### src/design/bgdec_pkg.sv
/*
 * constants for the branch and group opcode decoder: register map, field
 * positions, reset values, opcode values and the decode class enumeration.
 * assumes a 32-bit apb bus with byte addresses and one word per register.
 */
package bgdec_pkg;
    // ==========================================================
    // register map
    localparam logic [7:0] ADDR_FLAGS = 8'h00;
    localparam logic [7:0] ADDR_COUNT = 8'h04;
    localparam logic [7:0] ADDR_IP = 8'h08;
    localparam logic [7:0] ADDR_STATUS = 8'h0c;
    localparam logic [7:0] ADDR_OPERAND = 8'h10;
    localparam logic [7:0] ADDR_TARGET = 8'h14;
    localparam logic [7:0] ADDR_SHIFT = 8'h18;
    localparam logic [7:0] ADDR_OPCODE = 8'h1c;
    // ==========================================================
    // field positions
    localparam int FLG_ZERO = 0;
    localparam int FLG_SIGN = 1;
    localparam int FLG_OVF = 2;
    localparam int FLG_CARRY = 3;
    localparam int FLG_PARITY = 4;
    localparam int FLG_IRQEN = 5;
    localparam int STAT_SUB_LSB = 5;
    localparam int STAT_WIDE = 8;
    localparam int STAT_UNDEF = 9;
    localparam int STAT_TAKEN = 10;
    localparam int STAT_LOCK = 11;
    localparam int STAT_WAIT = 12;
    // ==========================================================
    // reset values
    localparam logic [4:0] FLAGS_RST = 5'h00;
    localparam logic [15:0] COUNT_RST = 16'h0000;
    localparam logic [15:0] IP_RST = 16'h0000;
    localparam logic IRQEN_RST = 1'b0;
    // ==========================================================
    // opcodes
    localparam logic [7:0] OP_CALL_NEAR = 8'he8;
    localparam logic [7:0] OP_CALL_FAR = 8'h9a;
    localparam logic [7:0] OP_JMP_NEAR = 8'he9;
    localparam logic [7:0] OP_JMP_SHORT = 8'heb;
    localparam logic [7:0] OP_JMP_FAR = 8'hea;
    localparam logic [7:0] OP_RET_NEAR = 8'hc3;
    localparam logic [7:0] OP_RET_NEAR_REL = 8'hc2;
    localparam logic [7:0] OP_RET_FAR = 8'hcb;
    localparam logic [7:0] OP_RET_FAR_REL = 8'hca;
    localparam logic [7:0] OP_LOOPNZ = 8'he0;
    localparam logic [7:0] OP_LOOPZ = 8'he1;
    localparam logic [7:0] OP_LOOP = 8'he2;
    localparam logic [7:0] OP_COUNT_EMPTY = 8'he3;
    localparam logic [7:0] OP_TRAP_TYPED = 8'hcd;
    localparam logic [7:0] OP_TRAP_BRK = 8'hcc;
    localparam logic [7:0] OP_TRAP_OVF = 8'hce;
    localparam logic [7:0] OP_TRAP_RET = 8'hcf;
    localparam logic [7:0] OP_IRQ_CLR = 8'hfa;
    localparam logic [7:0] OP_IRQ_SET = 8'hfb;
    localparam logic [7:0] OP_WAIT = 8'h9b;
    localparam logic [7:0] OP_LOCK = 8'hf0;
    localparam logic [7:0] BRK_TYPE = 8'h03;
    // ==========================================================
    // decode classes
    typedef enum logic [4:0] {
        CLS_OTHER, CLS_CALL_NEAR, CLS_CALL_FAR, CLS_JMP_NEAR, CLS_JMP_SHORT,
        CLS_JMP_FAR, CLS_RET_NEAR, CLS_RET_FAR, CLS_COND, CLS_LOOP,
        CLS_COUNT_EMPTY, CLS_TRAP, CLS_TRAP_RET, CLS_IRQ_CTRL, CLS_LOCK,
        CLS_WAIT, CLS_ESCAPE, CLS_GRP_IMM, CLS_GRP_SHIFT, CLS_GRP_UN1, CLS_GRP_UN2
    } bgdec_class_e;
endpackage

### src/design/bgdec_top.sv
/*
 * branch and group opcode decoder: takes instruction bytes in order, decodes
 * control transfer, group and processor control opcodes, evaluates branch
 * conditions and exposes results over apb.
 * assumes flags, count and ip are loaded by software and bytes arrive in order.
 */
// The APB interface to the registers and the register offsets were left to the implementer.
// How it works
// - low opcode bit selects word or byte
// - s:w 01 fetches two immediate bytes
// - s:w 11 sign-extends one immediate byte
// - shift count one, or count low byte
// - immediate group reg selects eight alu ops
// - shift group reg selects rotates and shifts
// - first unary group reg selection, slot one undefined
// - second unary group selection, slot seven undefined
// - le taken on (sign^ovf)|zero, greater otherwise
// - less taken on sign^ovf, else greater-equal
// - above taken when carry|zero clear
// - above-equal on carry clear, below on set
// - equal on zero set, not-equal clear
// - parity odd on clear, even on set
// - loops decrement count, branch on count, loopz/loopnz also per zero flag
// - typed, breakpoint and overflow traps recognised
// - trap return opcode recognised
// - one opcode clears, next sets irq enable
// - lock prefix holds lock over next instruction
// - escape opcodes hand modrm operand outward
`timescale 1ns/1ps
module bgdec_top #(
    parameter logic [7:0] OVF_TRAP_TYPE = 8'h04
) (
    input logic pclk,
    input logic presetn,
    input logic psel,
    input logic penable,
    input logic pwrite,
    input logic [7:0] paddr,
    input logic [31:0] pwdata,
    output logic pready,
    output logic [31:0] prdata,
    output logic pslverr,
    input logic fetch_valid,
    input logic [7:0] fetch_byte,
    output logic fetch_ready,
    input logic test_in,
    output logic decode_done,
    output logic branch_taken,
    output logic lock_out,
    output logic irq_enable,
    output logic coproc_req,
    output logic wait_stall
);
    // ==========================================================
    // state and storage
    typedef enum logic [2:0] {ST_OP, ST_MODRM, ST_DISP, ST_IMM, ST_EXEC, ST_WAIT} bgdec_state_e;
    bgdec_state_e state_r, state_nxt;
    logic [7:0] op_r, modrm_r;
    logic [1:0] disp_left_r;
    logic [2:0] imm_left_r, imm_cnt_r;
    logic [31:0] imm_r;
    logic [15:0] ip_r, count_r;
    logic [4:0] flags_r;
    logic irq_en_r, lock_r, pready_r, pslverr_r, fetch_ready_r;
    logic done_r, taken_r, coproc_r, wait_r;
    logic [31:0] prdata_r;
    logic [4:0] res_cls_r;
    logic [2:0] res_sub_r;
    logic res_wide_r, res_undef_r;
    logic [15:0] operand_r, tgt_off_r, tgt_seg_r;
    logic [7:0] shift_cnt_r;
    logic acc, wr_en, rd_setup, mapped;
    logic [1:0] disp_in;
    logic [2:0] imm_in;
    logic [15:0] sext8, imm16, cnt_dec, x_operand, x_target;
    logic x_taken, x_undef, x_near;
    bgdec_pkg::bgdec_class_e x_cls;

    // ==========================================================
    // opcode helpers
    function automatic logic needs_modrm(input logic [7:0] op);
        casez (op)
            8'b100000??, 8'b110100??, 8'b1111011?, 8'b1111111?, 8'b11011???: needs_modrm = 1'b1;
            default: needs_modrm = 1'b0;
        endcase
    endfunction

    // immediate bytes after opcode or modrm
    function automatic logic [2:0] imm_len(input logic [7:0] op, input logic [2:0] reg_f);
        casez (op)
            8'b100000??: imm_len = (op[1:0] == 2'b01) ? 3'd2 : 3'd1;
            8'b1111011?: imm_len = (reg_f == 3'b000) ? (op[0] ? 3'd2 : 3'd1) : 3'd0;
            bgdec_pkg::OP_CALL_NEAR, bgdec_pkg::OP_JMP_NEAR: imm_len = 3'd2;
            bgdec_pkg::OP_RET_NEAR_REL, bgdec_pkg::OP_RET_FAR_REL: imm_len = 3'd2;
            bgdec_pkg::OP_CALL_FAR, bgdec_pkg::OP_JMP_FAR: imm_len = 3'd4;
            bgdec_pkg::OP_JMP_SHORT, bgdec_pkg::OP_TRAP_TYPED: imm_len = 3'd1;
            8'b0111????, 8'b111000??: imm_len = 3'd1;
            default: imm_len = 3'd0;
        endcase
    endfunction

    function automatic bgdec_pkg::bgdec_class_e class_of(input logic [7:0] op);
        casez (op)
            bgdec_pkg::OP_CALL_NEAR: class_of = bgdec_pkg::CLS_CALL_NEAR;
            bgdec_pkg::OP_CALL_FAR: class_of = bgdec_pkg::CLS_CALL_FAR;
            bgdec_pkg::OP_JMP_NEAR: class_of = bgdec_pkg::CLS_JMP_NEAR;
            bgdec_pkg::OP_JMP_SHORT: class_of = bgdec_pkg::CLS_JMP_SHORT;
            bgdec_pkg::OP_JMP_FAR: class_of = bgdec_pkg::CLS_JMP_FAR;
            bgdec_pkg::OP_RET_NEAR, bgdec_pkg::OP_RET_NEAR_REL: class_of = bgdec_pkg::CLS_RET_NEAR;
            bgdec_pkg::OP_RET_FAR, bgdec_pkg::OP_RET_FAR_REL: class_of = bgdec_pkg::CLS_RET_FAR;
            bgdec_pkg::OP_COUNT_EMPTY: class_of = bgdec_pkg::CLS_COUNT_EMPTY;
            bgdec_pkg::OP_TRAP_RET: class_of = bgdec_pkg::CLS_TRAP_RET;
            bgdec_pkg::OP_IRQ_CLR, bgdec_pkg::OP_IRQ_SET: class_of = bgdec_pkg::CLS_IRQ_CTRL;
            bgdec_pkg::OP_LOCK: class_of = bgdec_pkg::CLS_LOCK;
            bgdec_pkg::OP_WAIT: class_of = bgdec_pkg::CLS_WAIT;
            8'b110011??: class_of = bgdec_pkg::CLS_TRAP;
            8'b111000??: class_of = bgdec_pkg::CLS_LOOP;
            8'b0111????: class_of = bgdec_pkg::CLS_COND;
            8'b11011???: class_of = bgdec_pkg::CLS_ESCAPE;
            8'b100000??: class_of = bgdec_pkg::CLS_GRP_IMM;
            8'b110100??: class_of = bgdec_pkg::CLS_GRP_SHIFT;
            8'b1111011?: class_of = bgdec_pkg::CLS_GRP_UN1;
            8'b1111111?: class_of = bgdec_pkg::CLS_GRP_UN2;
            default: class_of = bgdec_pkg::CLS_OTHER;
        endcase
    endfunction

    // conditional branch test: op[3:1] picks the base term, op[0] inverts it
    function automatic logic cond_true(input logic [3:0] cc, input logic [4:0] f);
        logic base;
        logic sxo;
        sxo = f[bgdec_pkg::FLG_SIGN] ^ f[bgdec_pkg::FLG_OVF];
        unique case (cc[3:1])
            3'd0: base = f[bgdec_pkg::FLG_OVF];
            3'd1: base = f[bgdec_pkg::FLG_CARRY];
            3'd2: base = f[bgdec_pkg::FLG_ZERO];
            3'd3: base = f[bgdec_pkg::FLG_CARRY] | f[bgdec_pkg::FLG_ZERO];
            3'd4: base = f[bgdec_pkg::FLG_SIGN];
            3'd5: base = f[bgdec_pkg::FLG_PARITY];
            3'd6: base = sxo;
            3'd7: base = sxo | f[bgdec_pkg::FLG_ZERO];
        endcase
        cond_true = base ^ cc[0];
    endfunction

    // ==========================================================
    // fetch sequencing
    assign acc = fetch_valid & fetch_ready_r;
    assign disp_in = (fetch_byte[7:6] == 2'b01) ? 2'd1 :
                     ((fetch_byte[7:6] == 2'b10) ||
                      (fetch_byte[7:6] == 2'b00 && fetch_byte[2:0] == 3'b110)) ? 2'd2 : 2'd0;
    assign imm_in = (state_r == ST_OP) ? imm_len(fetch_byte, 3'b000) : imm_len(op_r, fetch_byte[5:3]);

    always_comb begin
        state_nxt = state_r;
        unique case (state_r)
            ST_OP: begin
                if (acc) begin
                    if (needs_modrm(fetch_byte)) begin
                        state_nxt = ST_MODRM;
                    end else if (imm_in != 3'd0) begin
                        state_nxt = ST_IMM;
                    end else if (fetch_byte == bgdec_pkg::OP_WAIT) begin
                        state_nxt = ST_WAIT;
                    end else begin
                        state_nxt = ST_EXEC;
                    end
                end
            end
            ST_MODRM: begin
                if (acc) begin
                    state_nxt = (disp_in != 2'd0) ? ST_DISP : (imm_in != 3'd0) ? ST_IMM : ST_EXEC;
                end
            end
            ST_DISP: begin
                if (acc && disp_left_r == 2'd1) begin
                    state_nxt = (imm_left_r != 3'd0) ? ST_IMM : ST_EXEC;
                end
            end
            ST_IMM: begin
                if (acc && imm_left_r == 3'd1) begin
                    state_nxt = ST_EXEC;
                end
            end
            ST_EXEC: state_nxt = ST_OP;
            ST_WAIT: state_nxt = test_in ? ST_EXEC : ST_WAIT;
        endcase
    end

    always_ff @(posedge pclk or negedge presetn) begin
        if (!presetn) begin
            state_r <= ST_OP;
            fetch_ready_r <= 1'b0;
            wait_r <= 1'b0;
        end else begin
            state_r <= state_nxt;
            fetch_ready_r <= (state_nxt != ST_EXEC) && (state_nxt != ST_WAIT);
            wait_r <= (state_nxt == ST_WAIT);
        end
    end

    // byte capture; displacement bytes of the modrm address form are skipped
    always_ff @(posedge pclk or negedge presetn) begin
        if (!presetn) begin
            op_r <= 8'h00;
            modrm_r <= 8'h00;
            disp_left_r <= 2'd0;
            imm_left_r <= 3'd0;
            imm_cnt_r <= 3'd0;
            imm_r <= 32'h0000_0000;
        end else if (acc) begin
            unique case (state_r)
                ST_OP: begin
                    op_r <= fetch_byte;
                    modrm_r <= 8'h00;
                    imm_left_r <= imm_in;
                    imm_cnt_r <= 3'd0;
                    imm_r <= 32'h0000_0000;
                end
                ST_MODRM: begin
                    modrm_r <= fetch_byte;
                    disp_left_r <= disp_in;
                    imm_left_r <= imm_in;
                end
                ST_DISP: disp_left_r <= disp_left_r - 2'd1;
                ST_IMM: begin
                    // low byte first, then high, then segment bytes
                    imm_r[{imm_cnt_r[1:0], 3'b000} +: 8] <= fetch_byte;
                    imm_cnt_r <= imm_cnt_r + 3'd1;
                    imm_left_r <= imm_left_r - 3'd1;
                end
                default: begin
                end
            endcase
        end
    end

    // ==========================================================
    // execute stage
    assign sext8 = {{8{imm_r[7]}}, imm_r[7:0]};
    assign imm16 = imm_r[15:0];
    assign cnt_dec = count_r - 16'h0001;
    assign x_cls = class_of(op_r);

    always_comb begin
        x_taken = 1'b0;
        x_near = 1'b0;
        x_target = ip_r;
        x_operand = imm16;
        x_undef = 1'b0;
        unique case (x_cls)
            bgdec_pkg::CLS_CALL_NEAR, bgdec_pkg::CLS_JMP_NEAR: begin
                x_taken = 1'b1;
                x_near = 1'b1;
                x_target = ip_r + imm16;
            end
            bgdec_pkg::CLS_JMP_SHORT: begin
                x_taken = 1'b1;
                x_near = 1'b1;
                x_target = ip_r + sext8;
            end
            bgdec_pkg::CLS_CALL_FAR, bgdec_pkg::CLS_JMP_FAR: begin
                x_taken = 1'b1;
                x_target = imm16;
            end
            bgdec_pkg::CLS_COND: begin
                x_taken = cond_true(op_r[3:0], flags_r);
                x_near = 1'b1;
                x_target = ip_r + sext8;
            end
            bgdec_pkg::CLS_LOOP: begin
                unique case (op_r[1:0])
                    2'b10: x_taken = (cnt_dec != 16'h0000);
                    2'b01: x_taken = (cnt_dec != 16'h0000) & flags_r[bgdec_pkg::FLG_ZERO];
                    2'b00: x_taken = (cnt_dec != 16'h0000) & ~flags_r[bgdec_pkg::FLG_ZERO];
                    default: x_taken = 1'b0;
                endcase
                x_near = 1'b1;
                x_target = ip_r + sext8;
            end
            bgdec_pkg::CLS_COUNT_EMPTY: begin
                x_taken = (count_r == 16'h0000);
                x_near = 1'b1;
                x_target = ip_r + sext8;
            end
            bgdec_pkg::CLS_TRAP: begin
                unique case (op_r[1:0])
                    2'b01: begin
                        x_taken = 1'b1;
                        x_operand = {8'h00, imm_r[7:0]};
                    end
                    2'b00: begin
                        x_taken = 1'b1;
                        x_operand = {8'h00, bgdec_pkg::BRK_TYPE};
                    end
                    default: begin
                        // the trap-return code shares this row but is its own class
                        x_taken = flags_r[bgdec_pkg::FLG_OVF];
                        x_operand = {8'h00, OVF_TRAP_TYPE};
                    end
                endcase
            end
            bgdec_pkg::CLS_GRP_IMM: begin
                if (op_r[1:0] == 2'b01) begin
                    x_operand = imm16;
                end else if (op_r[1:0] == 2'b11) begin
                    x_operand = sext8;
                end else begin
                    x_operand = {8'h00, imm_r[7:0]};
                end
            end
            bgdec_pkg::CLS_GRP_SHIFT: x_undef = (modrm_r[5:3] == 3'b110);
            bgdec_pkg::CLS_GRP_UN1: begin
                x_undef = (modrm_r[5:3] == 3'b001);
                x_operand = op_r[0] ? imm16 : {8'h00, imm_r[7:0]};
            end
            bgdec_pkg::CLS_GRP_UN2: x_undef = (modrm_r[5:3] == 3'b111);
            default: begin
            end
        endcase
    end

    // results; the group sub-op is the reg field itself, in table order
    always_ff @(posedge pclk or negedge presetn) begin
        if (!presetn) begin
            res_cls_r <= 5'h00;
            res_sub_r <= 3'b000;
            res_wide_r <= 1'b0;
            res_undef_r <= 1'b0;
            operand_r <= 16'h0000;
            tgt_off_r <= 16'h0000;
            tgt_seg_r <= 16'h0000;
            shift_cnt_r <= 8'h00;
            done_r <= 1'b0;
            taken_r <= 1'b0;
            coproc_r <= 1'b0;
        end else begin
            done_r <= (state_r == ST_EXEC);
            coproc_r <= (state_r == ST_EXEC) && (x_cls == bgdec_pkg::CLS_ESCAPE);
            if (state_r == ST_EXEC) begin
                res_cls_r <= x_cls;
                res_sub_r <= modrm_r[5:3];
                res_wide_r <= op_r[0];
                res_undef_r <= x_undef;
                operand_r <= x_operand;
                tgt_off_r <= x_target;
                tgt_seg_r <= imm_r[31:16];
                shift_cnt_r <= op_r[1] ? count_r[7:0] : 8'h01;
                taken_r <= x_taken;
            end
        end
    end

    // ==========================================================
    // architectural state; decoder updates win over a software write
    assign wr_en = psel & penable & pwrite & pready_r;

    always_ff @(posedge pclk or negedge presetn) begin
        if (!presetn) begin
            ip_r <= bgdec_pkg::IP_RST;
        end else if (state_r == ST_EXEC && x_taken && (x_near || x_cls == bgdec_pkg::CLS_JMP_FAR ||
                     x_cls == bgdec_pkg::CLS_CALL_FAR)) begin
            ip_r <= x_target;
        end else if (acc) begin
            ip_r <= ip_r + 16'h0001;
        end else if (wr_en && paddr == bgdec_pkg::ADDR_IP) begin
            ip_r <= pwdata[15:0];
        end
    end

    always_ff @(posedge pclk or negedge presetn) begin
        if (!presetn) begin
            count_r <= bgdec_pkg::COUNT_RST;
        end else if (state_r == ST_EXEC && x_cls == bgdec_pkg::CLS_LOOP) begin
            count_r <= cnt_dec;
        end else if (wr_en && paddr == bgdec_pkg::ADDR_COUNT) begin
            count_r <= pwdata[15:0];
        end
    end

    always_ff @(posedge pclk or negedge presetn) begin
        if (!presetn) begin
            flags_r <= bgdec_pkg::FLAGS_RST;
            irq_en_r <= bgdec_pkg::IRQEN_RST;
        end else begin
            if (wr_en && paddr == bgdec_pkg::ADDR_FLAGS) begin
                flags_r <= pwdata[4:0];
            end
            if (state_r == ST_EXEC && x_cls == bgdec_pkg::CLS_IRQ_CTRL) begin
                irq_en_r <= op_r[0];
            end else if (wr_en && paddr == bgdec_pkg::ADDR_FLAGS) begin
                irq_en_r <= pwdata[bgdec_pkg::FLG_IRQEN];
            end
        end
    end

    // lock rises with the prefix and falls when the next instruction ends
    always_ff @(posedge pclk or negedge presetn) begin
        if (!presetn) begin
            lock_r <= 1'b0;
        end else if (state_r == ST_EXEC) begin
            lock_r <= (x_cls == bgdec_pkg::CLS_LOCK);
        end
    end

    // ==========================================================
    // apb slave: zero wait states, read data sampled in the setup cycle
    assign rd_setup = psel & ~penable;
    assign mapped = (paddr[1:0] == 2'b00) && (paddr <= bgdec_pkg::ADDR_OPCODE);

    always_ff @(posedge pclk or negedge presetn) begin
        if (!presetn) begin
            pready_r <= 1'b0;
            pslverr_r <= 1'b0;
            prdata_r <= 32'h0000_0000;
        end else begin
            pready_r <= rd_setup;
            pslverr_r <= rd_setup & ~mapped;
            if (rd_setup && !pwrite) begin
                unique case (paddr)
                    bgdec_pkg::ADDR_FLAGS: prdata_r <= {26'h0, irq_en_r, flags_r};
                    bgdec_pkg::ADDR_COUNT: prdata_r <= {16'h0000, count_r};
                    bgdec_pkg::ADDR_IP: prdata_r <= {16'h0000, ip_r};
                    bgdec_pkg::ADDR_STATUS: prdata_r <= {19'h0, wait_r, lock_r, taken_r,
                                                        res_undef_r, res_wide_r, res_sub_r, res_cls_r};
                    bgdec_pkg::ADDR_OPERAND: prdata_r <= {16'h0000, operand_r};
                    bgdec_pkg::ADDR_TARGET: prdata_r <= {tgt_seg_r, tgt_off_r};
                    bgdec_pkg::ADDR_SHIFT: prdata_r <= {24'h000000, shift_cnt_r};
                    bgdec_pkg::ADDR_OPCODE: prdata_r <= {16'h0000, modrm_r, op_r};
                    default: prdata_r <= 32'h0000_0000;
                endcase
            end
        end
    end

    // ==========================================================
    // outputs
    assign pready = pready_r;
    assign pslverr = pslverr_r;
    assign prdata = prdata_r;
    assign fetch_ready = fetch_ready_r;
    assign decode_done = done_r;
    assign branch_taken = taken_r;
    assign lock_out = lock_r;
    assign irq_enable = irq_en_r;
    assign coproc_req = coproc_r;
    assign wait_stall = wait_r;
endmodule

### config.mk
export PLATFORM = sky130hd
export DESIGN_NAME = bgdec_top
export DESIGN_NICKNAME = d
export VERILOG_FILES = /design/src/design/bgdec_pkg.sv /design/src/design/bgdec_top.sv
export SDC_FILE = /design/constraint.sdc
export NUM_CORES = 1
export LEC_CHECK = 0
export BUFFER_PORTS_ARGS = -buffer_cell sky130_fd_sc_hd__buf_2
export CAP_MARGIN = 20
export CORE_ASPECT_RATIO = 1.4
export CORE_MARGIN = 5
export CORE_UTILIZATION = 45
export DETAILED_ROUTE_END_ITERATION = 12
export HOLD_SLACK_MARGIN = 0.06
export PLACE_DENSITY = 0.65
export SLEW_MARGIN = 15
export SYNTH_ARGS = -nofsm -noshare
export SYNTH_HDL_FRONTEND = slang
export SYNTH_SLANG_ARGS = --single-unit
### constraint.sdc
create_clock -name pclk -period 4 [get_ports pclk]
set_input_delay 0.8 -clock pclk [delete_from_list [all_inputs] [get_ports pclk]]
set_output_delay 0.8 -clock pclk [all_outputs]
set_load 0.05 [all_outputs]
# After elaboration in Yosys (flattened, before gate mapping)
# Cells that the tools add are included.
word_totals:
  input_bits: 55
  ff_bits: 203
  wordCells: 258
classes:
  bitwise_logic: 15
  mux: 55
  shifts: 2
  eq_ne: 90
  reduce_logical: 59
  n_addsub: 8
  order_cmp: 1
op_table:
  columns: ["op", "n"]
  rows:
  - ["$pmux 32 s8", 1]
  - ["$eq 8x8->1 const B", 25]
  - ["$mux 16", 8]
  - ["$pmux 16 s3", 2]
  - ["$pmux 32 s2", 1]
  - ["$pmux 5 s12", 1]
  - ["$eq 6x6->1 const B", 7]
  - ["$pmux 5 s8", 1]
  - ["$eq 5x5->1 const B", 7]
  - ["$add 16x16->16", 2]
  - ["$bwmux 32", 1]
  - ["$eq 8x5->1 const B", 4]
  - ["$pmux 8 s2", 2]
  - ["$shift 8x7->32 const A", 1]
  - ["$shiftx 8x7->32", 1]
  - ["$eq 3x3->1 const B", 10]
  - ["$eq 5x4->1 const B", 6]
  - ["$mux 3", 10]
  - ["$pmux 3 s5", 2]
  - ["$eq 7x7->1 const B", 4]
  - ["$reduce_or 4->1", 5]
  - ["$pmux 3 s6", 1]
  - ["$reduce_or 2->1", 9]
  - ["$add 16x1->16 const B", 1]
  - ["42 further kinds", 118]

# Logic depth before layout (Yosys ltp)
depth:
  word_depth: 11
  depth_mapped: 21
  depth_no_buf: 18

# Worst setup path before layout
# No wires, ideal clock.
synth_timing:
  kind: "register to register"
  start: "reg op_r[3]"
  end: "reg tgt_off_r[15]"
  path_stages_with_launch: 21
  setup_ns: 0.135
  path_slack_ns: 0.025
  t_arrival_ns: 3.840
  synth_period_minus_slack_ns: 3.975
  n_path_buf: 2
  path_cell_list: "dfrtp_1 buf_2 nand3b_4 a2111oi_4 a211oi_2 o2111ai_4 a221oi_2 or2_1 buf_2 nand2_1 o21ai_0 ha_1 nand2_1 a21o_1 o21ai_0 nand4_1 a31oi_1 xnor2_1 a222oi_1 a21boi_1 o21ai_0"
synth_between:
  elab_chain_cells: 6
  word_cells_on_any_way: 39
  classes_between: "eq/ne (30); mux (3); reduce/logical (6)"
synth_lines:
  columns: ["item", "line", "rtl"]
  rows:
  - ["from (decl)", "bgdec_top.sv:58", "logic [7:0] op_r, modrm_r;"]
  - ["from (signal assigned)", "bgdec_top.sv:214", "op_r <= fetch_byte;"]
  - ["$eq 7x7->1 (tied with other cells)", "bgdec_top.sv:103", "casez (op)"]
  - ["$pmux 5 s8 or $reduce_or 2->1 (tied branches)", "bgdec_top.sv:103", null]
  - ["$pmux 5 s12 (*)", "bgdec_top.sv:103", null]
  - ["$eq 5x4->1 (tied with other cells)", "bgdec_top.sv:251", "unique case (x_cls)"]
  - ["$reduce_or 4->1 (no line) or $reduce_or 2->1 (tied branches)", null, null]
  - ["$pmux 16 s3 (*)", "bgdec_top.sv:251", null]
  - ["to (signal assigned)", "bgdec_top.sv:346", "tgt_off_r <= x_target;"]
  - ["to (decl)", "bgdec_top.sv:70", "logic [15:0] operand_r, tgt_off_r, tgt_seg_r;"]
# Mark *: on every way between the ends. The rest lies on a longest branch, timed or not.
# A chain may end at the register's enable or synchronous reset.

# Worst setup path after layout
layout_timing:
  start: "reg op_r[5]"
  end: "reg ip_r[14]"
layout_between:
  elab_chain_cells: 10
  word_cells_on_any_way: 51
  classes_between: "eq/ne (32); mux (6); reduce/logical (13)"
layout_lines:
  columns: ["item", "line", "rtl"]
  rows:
  - ["$eq 7x7->1 (tied with other cells)", "bgdec_top.sv:103", null]
  - ["$pmux 5 s8 or $reduce_or 2->1 (tied branches)", "bgdec_top.sv:103", null]
  - ["$pmux 5 s12 (*)", "bgdec_top.sv:103", null]
  - ["parallel branches: the longest is 7 deep, another holds $eq 5x3->1", null, null]
  - ["to (signal assigned)", "bgdec_top.sv:360", "ip_r <= bgdec_pkg::IP_RST;"]
  - ["to (signal assigned)", "bgdec_top.sv:363", "ip_r <= x_target;"]
  - ["to (signal assigned)", "bgdec_top.sv:365", "ip_r <= ip_r + 16'h0001;"]
  - ["to (decl)", "bgdec_top.sv:62", "logic [15:0] ip_r, count_r;"]
# Every way passes the cells marked *.

==> metrics.cfg <==
[run_status]
outcome = complete, but fails checks
violations = setup timing

[worst_setup_path]
startpoint_type = flip-flop
crit_family = compound AO/OA/AOI/OAI gates
crit_chain = nand3_2, or3_4, a311oi_2, and3_4, a221oi_4, or2_4, nand2_4, o21ai_2, ha_1, nand2_1, a21o_1, buf_6, o211ai_1, o211ai_1, o21a_1, xnor2_1, a222oi_1, buf_4, mux2i_1
cp-startpoint = op_r[5]$_DFFE_PN0P_
path_common_cell = o211ai_1
critPathKind = reg -> reg
slowest_delay_ps = 450
r2r_start = op_r[5]$_DFFE_PN0P_
crit_fanout = 7
worst_path_max_delay_cell = dfrtp_2
worstPathRequired_ps = 4410
worst_setup_path_end_kind = flip-flop
critical_path_buf_inv_count = 2
worstPathArrival_ps = 4580

[cts]
htree_levels = 1
clockRootBuffer = clkbuf_16
worstSkewPairLatency_ps = 540
cts_sinks = 202
cts_buffers = 22
cts.clk_slew.worst_paths_ps = 70
tritoncts = yes
clk_path_buf_depth = 3
cts_hold_buf = 0

[logic_synthesis]
synth_nets = 1435
yosysSeqAreaShare_pct = 42.9
syn_inst = 1351
synth_flop_cell = dfrtp_1
synthTopCellsByCount = nand2_1, dfrtp_1, nor2_1
synth_top_area_share_pct = 42.9
synth_area_leaders = dfrtp_1, nand2_1, nor2_1, o21ai_0, a22o_1
netlist_area_um2 = 11800
avgSynthCellArea_um2 = 8.73
yosys.area.top_type = dfrtp_1
synth_cell_types = 91
yosysWarnings = 0
ys_ff_latch = 202
synth-async-reset-ratio_pct = 100
yosysMostFrequentCell = nand2_1
synth_edf_count = 0

[sta]
finalWorstSetupSlack_ps = -176
slew_headroom_pct = 33.7
setup_viol = 5
rsz0062_at_grt = true
slew_violations = 0
final_hold_viol_count = 0
fmax_ghz = 0.239
timing.final.crit_period_ps = 4180
period_share_pct = 104
worst_pin_slew_ps = 986
finClkSkew_ps = 34.0
hold_ws_ps = 394

[floorplan]
initial_core_util_pct = 45.3
dieWidth_um = 147
ioPinCount = 96
die_h_um = 202
coreArea_um2 = 26000
dieArea_um2 = 29600
rows = 70

[pwr]
p_per_area_nw_per_um2 = 635
p_leak_nw = 6.51
power.total_mw = 8.94
ir_worst_vdd_uv = 553

[route]
first_pass_iters = 7
via_per_inst = 6.08
drt-total-wl_mm = 38.9
drt_iter0_drc = 953
drc = 0
vias = 11100
postRouteAntennaNets = 0
avgRoutedWirePerCell_um = 21.3

[grt]
grt_pass1_wl_mm = 61.7
grt-ovfl-total = 0
grt_pass1_vias = 11100
grt_usage_pct = 25.9
grt_max_degree = 107
antenna_found_initial = 0

[final_layout]
final_area_um2 = 14100
antenna_cells = 0
post_route_cells_drive_above_1_share_pct = 20.9
nFillCells = 2460
nets = 1570
syn_to_final_growth_pct = 19.4

[placed_design]
dpl_cell_area_um2 = 13100
numPortBuffers = 79
gp_congestion = 0.921
hpwl_mm = 28.0

[flow_run]
cap_violations = 0

[worst_hold_path]
hold_class = in -> async

==> path summary, 6_finish.rpt <==
| check | endpoint | slack (ps) | cells after the start |
|---|---|---|---|
| hold reg to reg | prdata[20]$_DFFE_PN0P_ | 460 | 2 |
| max in group asynchronous | prdata[10]$_DFFE_PN0P_ | 2680 | 2 |
| setup / recovery | ip_r[14]$_DFFE_PN0P_ | -180 | 19 |
| hold / removal | prdata[1]$_DFFE_PN0P_ | 390 | 1 |
| setup reg to reg | ip_r[14]$_DFFE_PN0P_ | -180 | 19 |
| min in group pclk | prdata[20]$_DFFE_PN0P_ | 460 | 2 |
==> report_power, final <==
group / leakage (nW) / internal [mW] / switching, mW
Clock: 0.354 / 1.15 / 0.885
Sequential: 2.60 / 2.50 / 0.626
Combinational: 3.55 / 1.51 / 2.27
Total: 6.51 / 5.16 / 3.78
==> placed cells by master (no fill, tap or decap), drive strengths merged, types with 35 or more instances in the layout <==
cell and instances:
nand3 43, nor2 135, dfrtp 202, a22o 44
inv 37, a21oi 60, buf 201, o21ai 99
nand2 233, nor3 35
==> state kept, by name, indices dropped and copies added (netlist names), 5 cells and up <==
name,cells
flags_r,5
tgt_off_r,16
imm_r,32
count_r,16
operand_r,16
tgt_seg_r,16
modrm_r,8
prdata,32
op_r,8
shift_cnt_r,8
res_cls_r,5
ip_r,16
==> layout make-up <==
cell class / count / area (um2) / area share (%)
tap: 324 / 405 / 2.88
inverter: 36 / 135 / 0.960
multi-input combinational: 1022 / 6360 / 45.2
sequential: 202 / 5060 / 36.0
timing repair buffer: 202 / 1390 / 9.86
clock buffer: 29 / 647 / 4.59
clock inverter: 9 / 80.1 / 0.569
==> worst reg2reg max path, cell delays in order (launching register included) <==
cell and delay [ps]:
dfrtp_2 450, nand3_2 160, or3_4 410, a311oi_2 320, and3_4 250, a221oi_4 70, or2_4 290, nand2_4 100
o21ai_2 60, ha_1 320, nand2_1 70, a21o_1 170, buf_6 110, o211ai_1 150, o211ai_1 160, o21a_1 210
xnor2_1 130, a222oi_1 370, buf_4 190, mux2i_1 60
==> logic make-up after synthesis <==
family	count (synthesis)	share of synthesized area, %
XOR/XNOR	24	1.78
multiplexers	27	2.37
AND/OR/NAND/NOR	556	22.2
AO/OA/AOI/OAI	386	23.1
adder cells (fa/ha/maj)	29	3.14
flip-flops	202	42.9
buffers and inverters	127	4.50
==> layer usage <==
| layer | vias to the layer above | global-route usage (%) | share of wire [%] |
|---|---|---|---|
| met5 | - | 0 | 0 |
| met4 | 0 | 11.4 | 4.6 |
| met3 | 93 | 2.66 | 5.0 |
| met2 | 392 | 45.1 | 50 |
| met1 | 5429 | 32.3 | 40 |
| li1 | 5176 | - | - |
==> timing repair <==
| item | CTS | global route |
|---|---|---|
| endpoints found under the setup margin | 8 | 10 |
| gates resized for setup | 31 | 12 |
| setup buffers | 9 | 5 |
| pin swaps | 11 | 7 |
| hold endpoints to repair | 0 | 0 |
==> per-stage QoR <==
| step | worst slack [ps] | setup TNS (ps) | utilization [%] | std cells |
|---|---|---|---|---|
| after floorplan | 24.7 | 0 | - | 1351 |
| after global placement | -302 | -1850 | 50.3 | 1772 |
| after detailed placement | -381 | -2410 | 50.3 | 1772 |
| after CTS | -2.51 | -2.51 | 53.7 | 1819 |
| after global routing | -342 | -1980 | 54.1 | 1824 |
| final | -176 | -388 | 54.1 | 1824 |
Note: power is estimated with default switching activity, not from simulation.
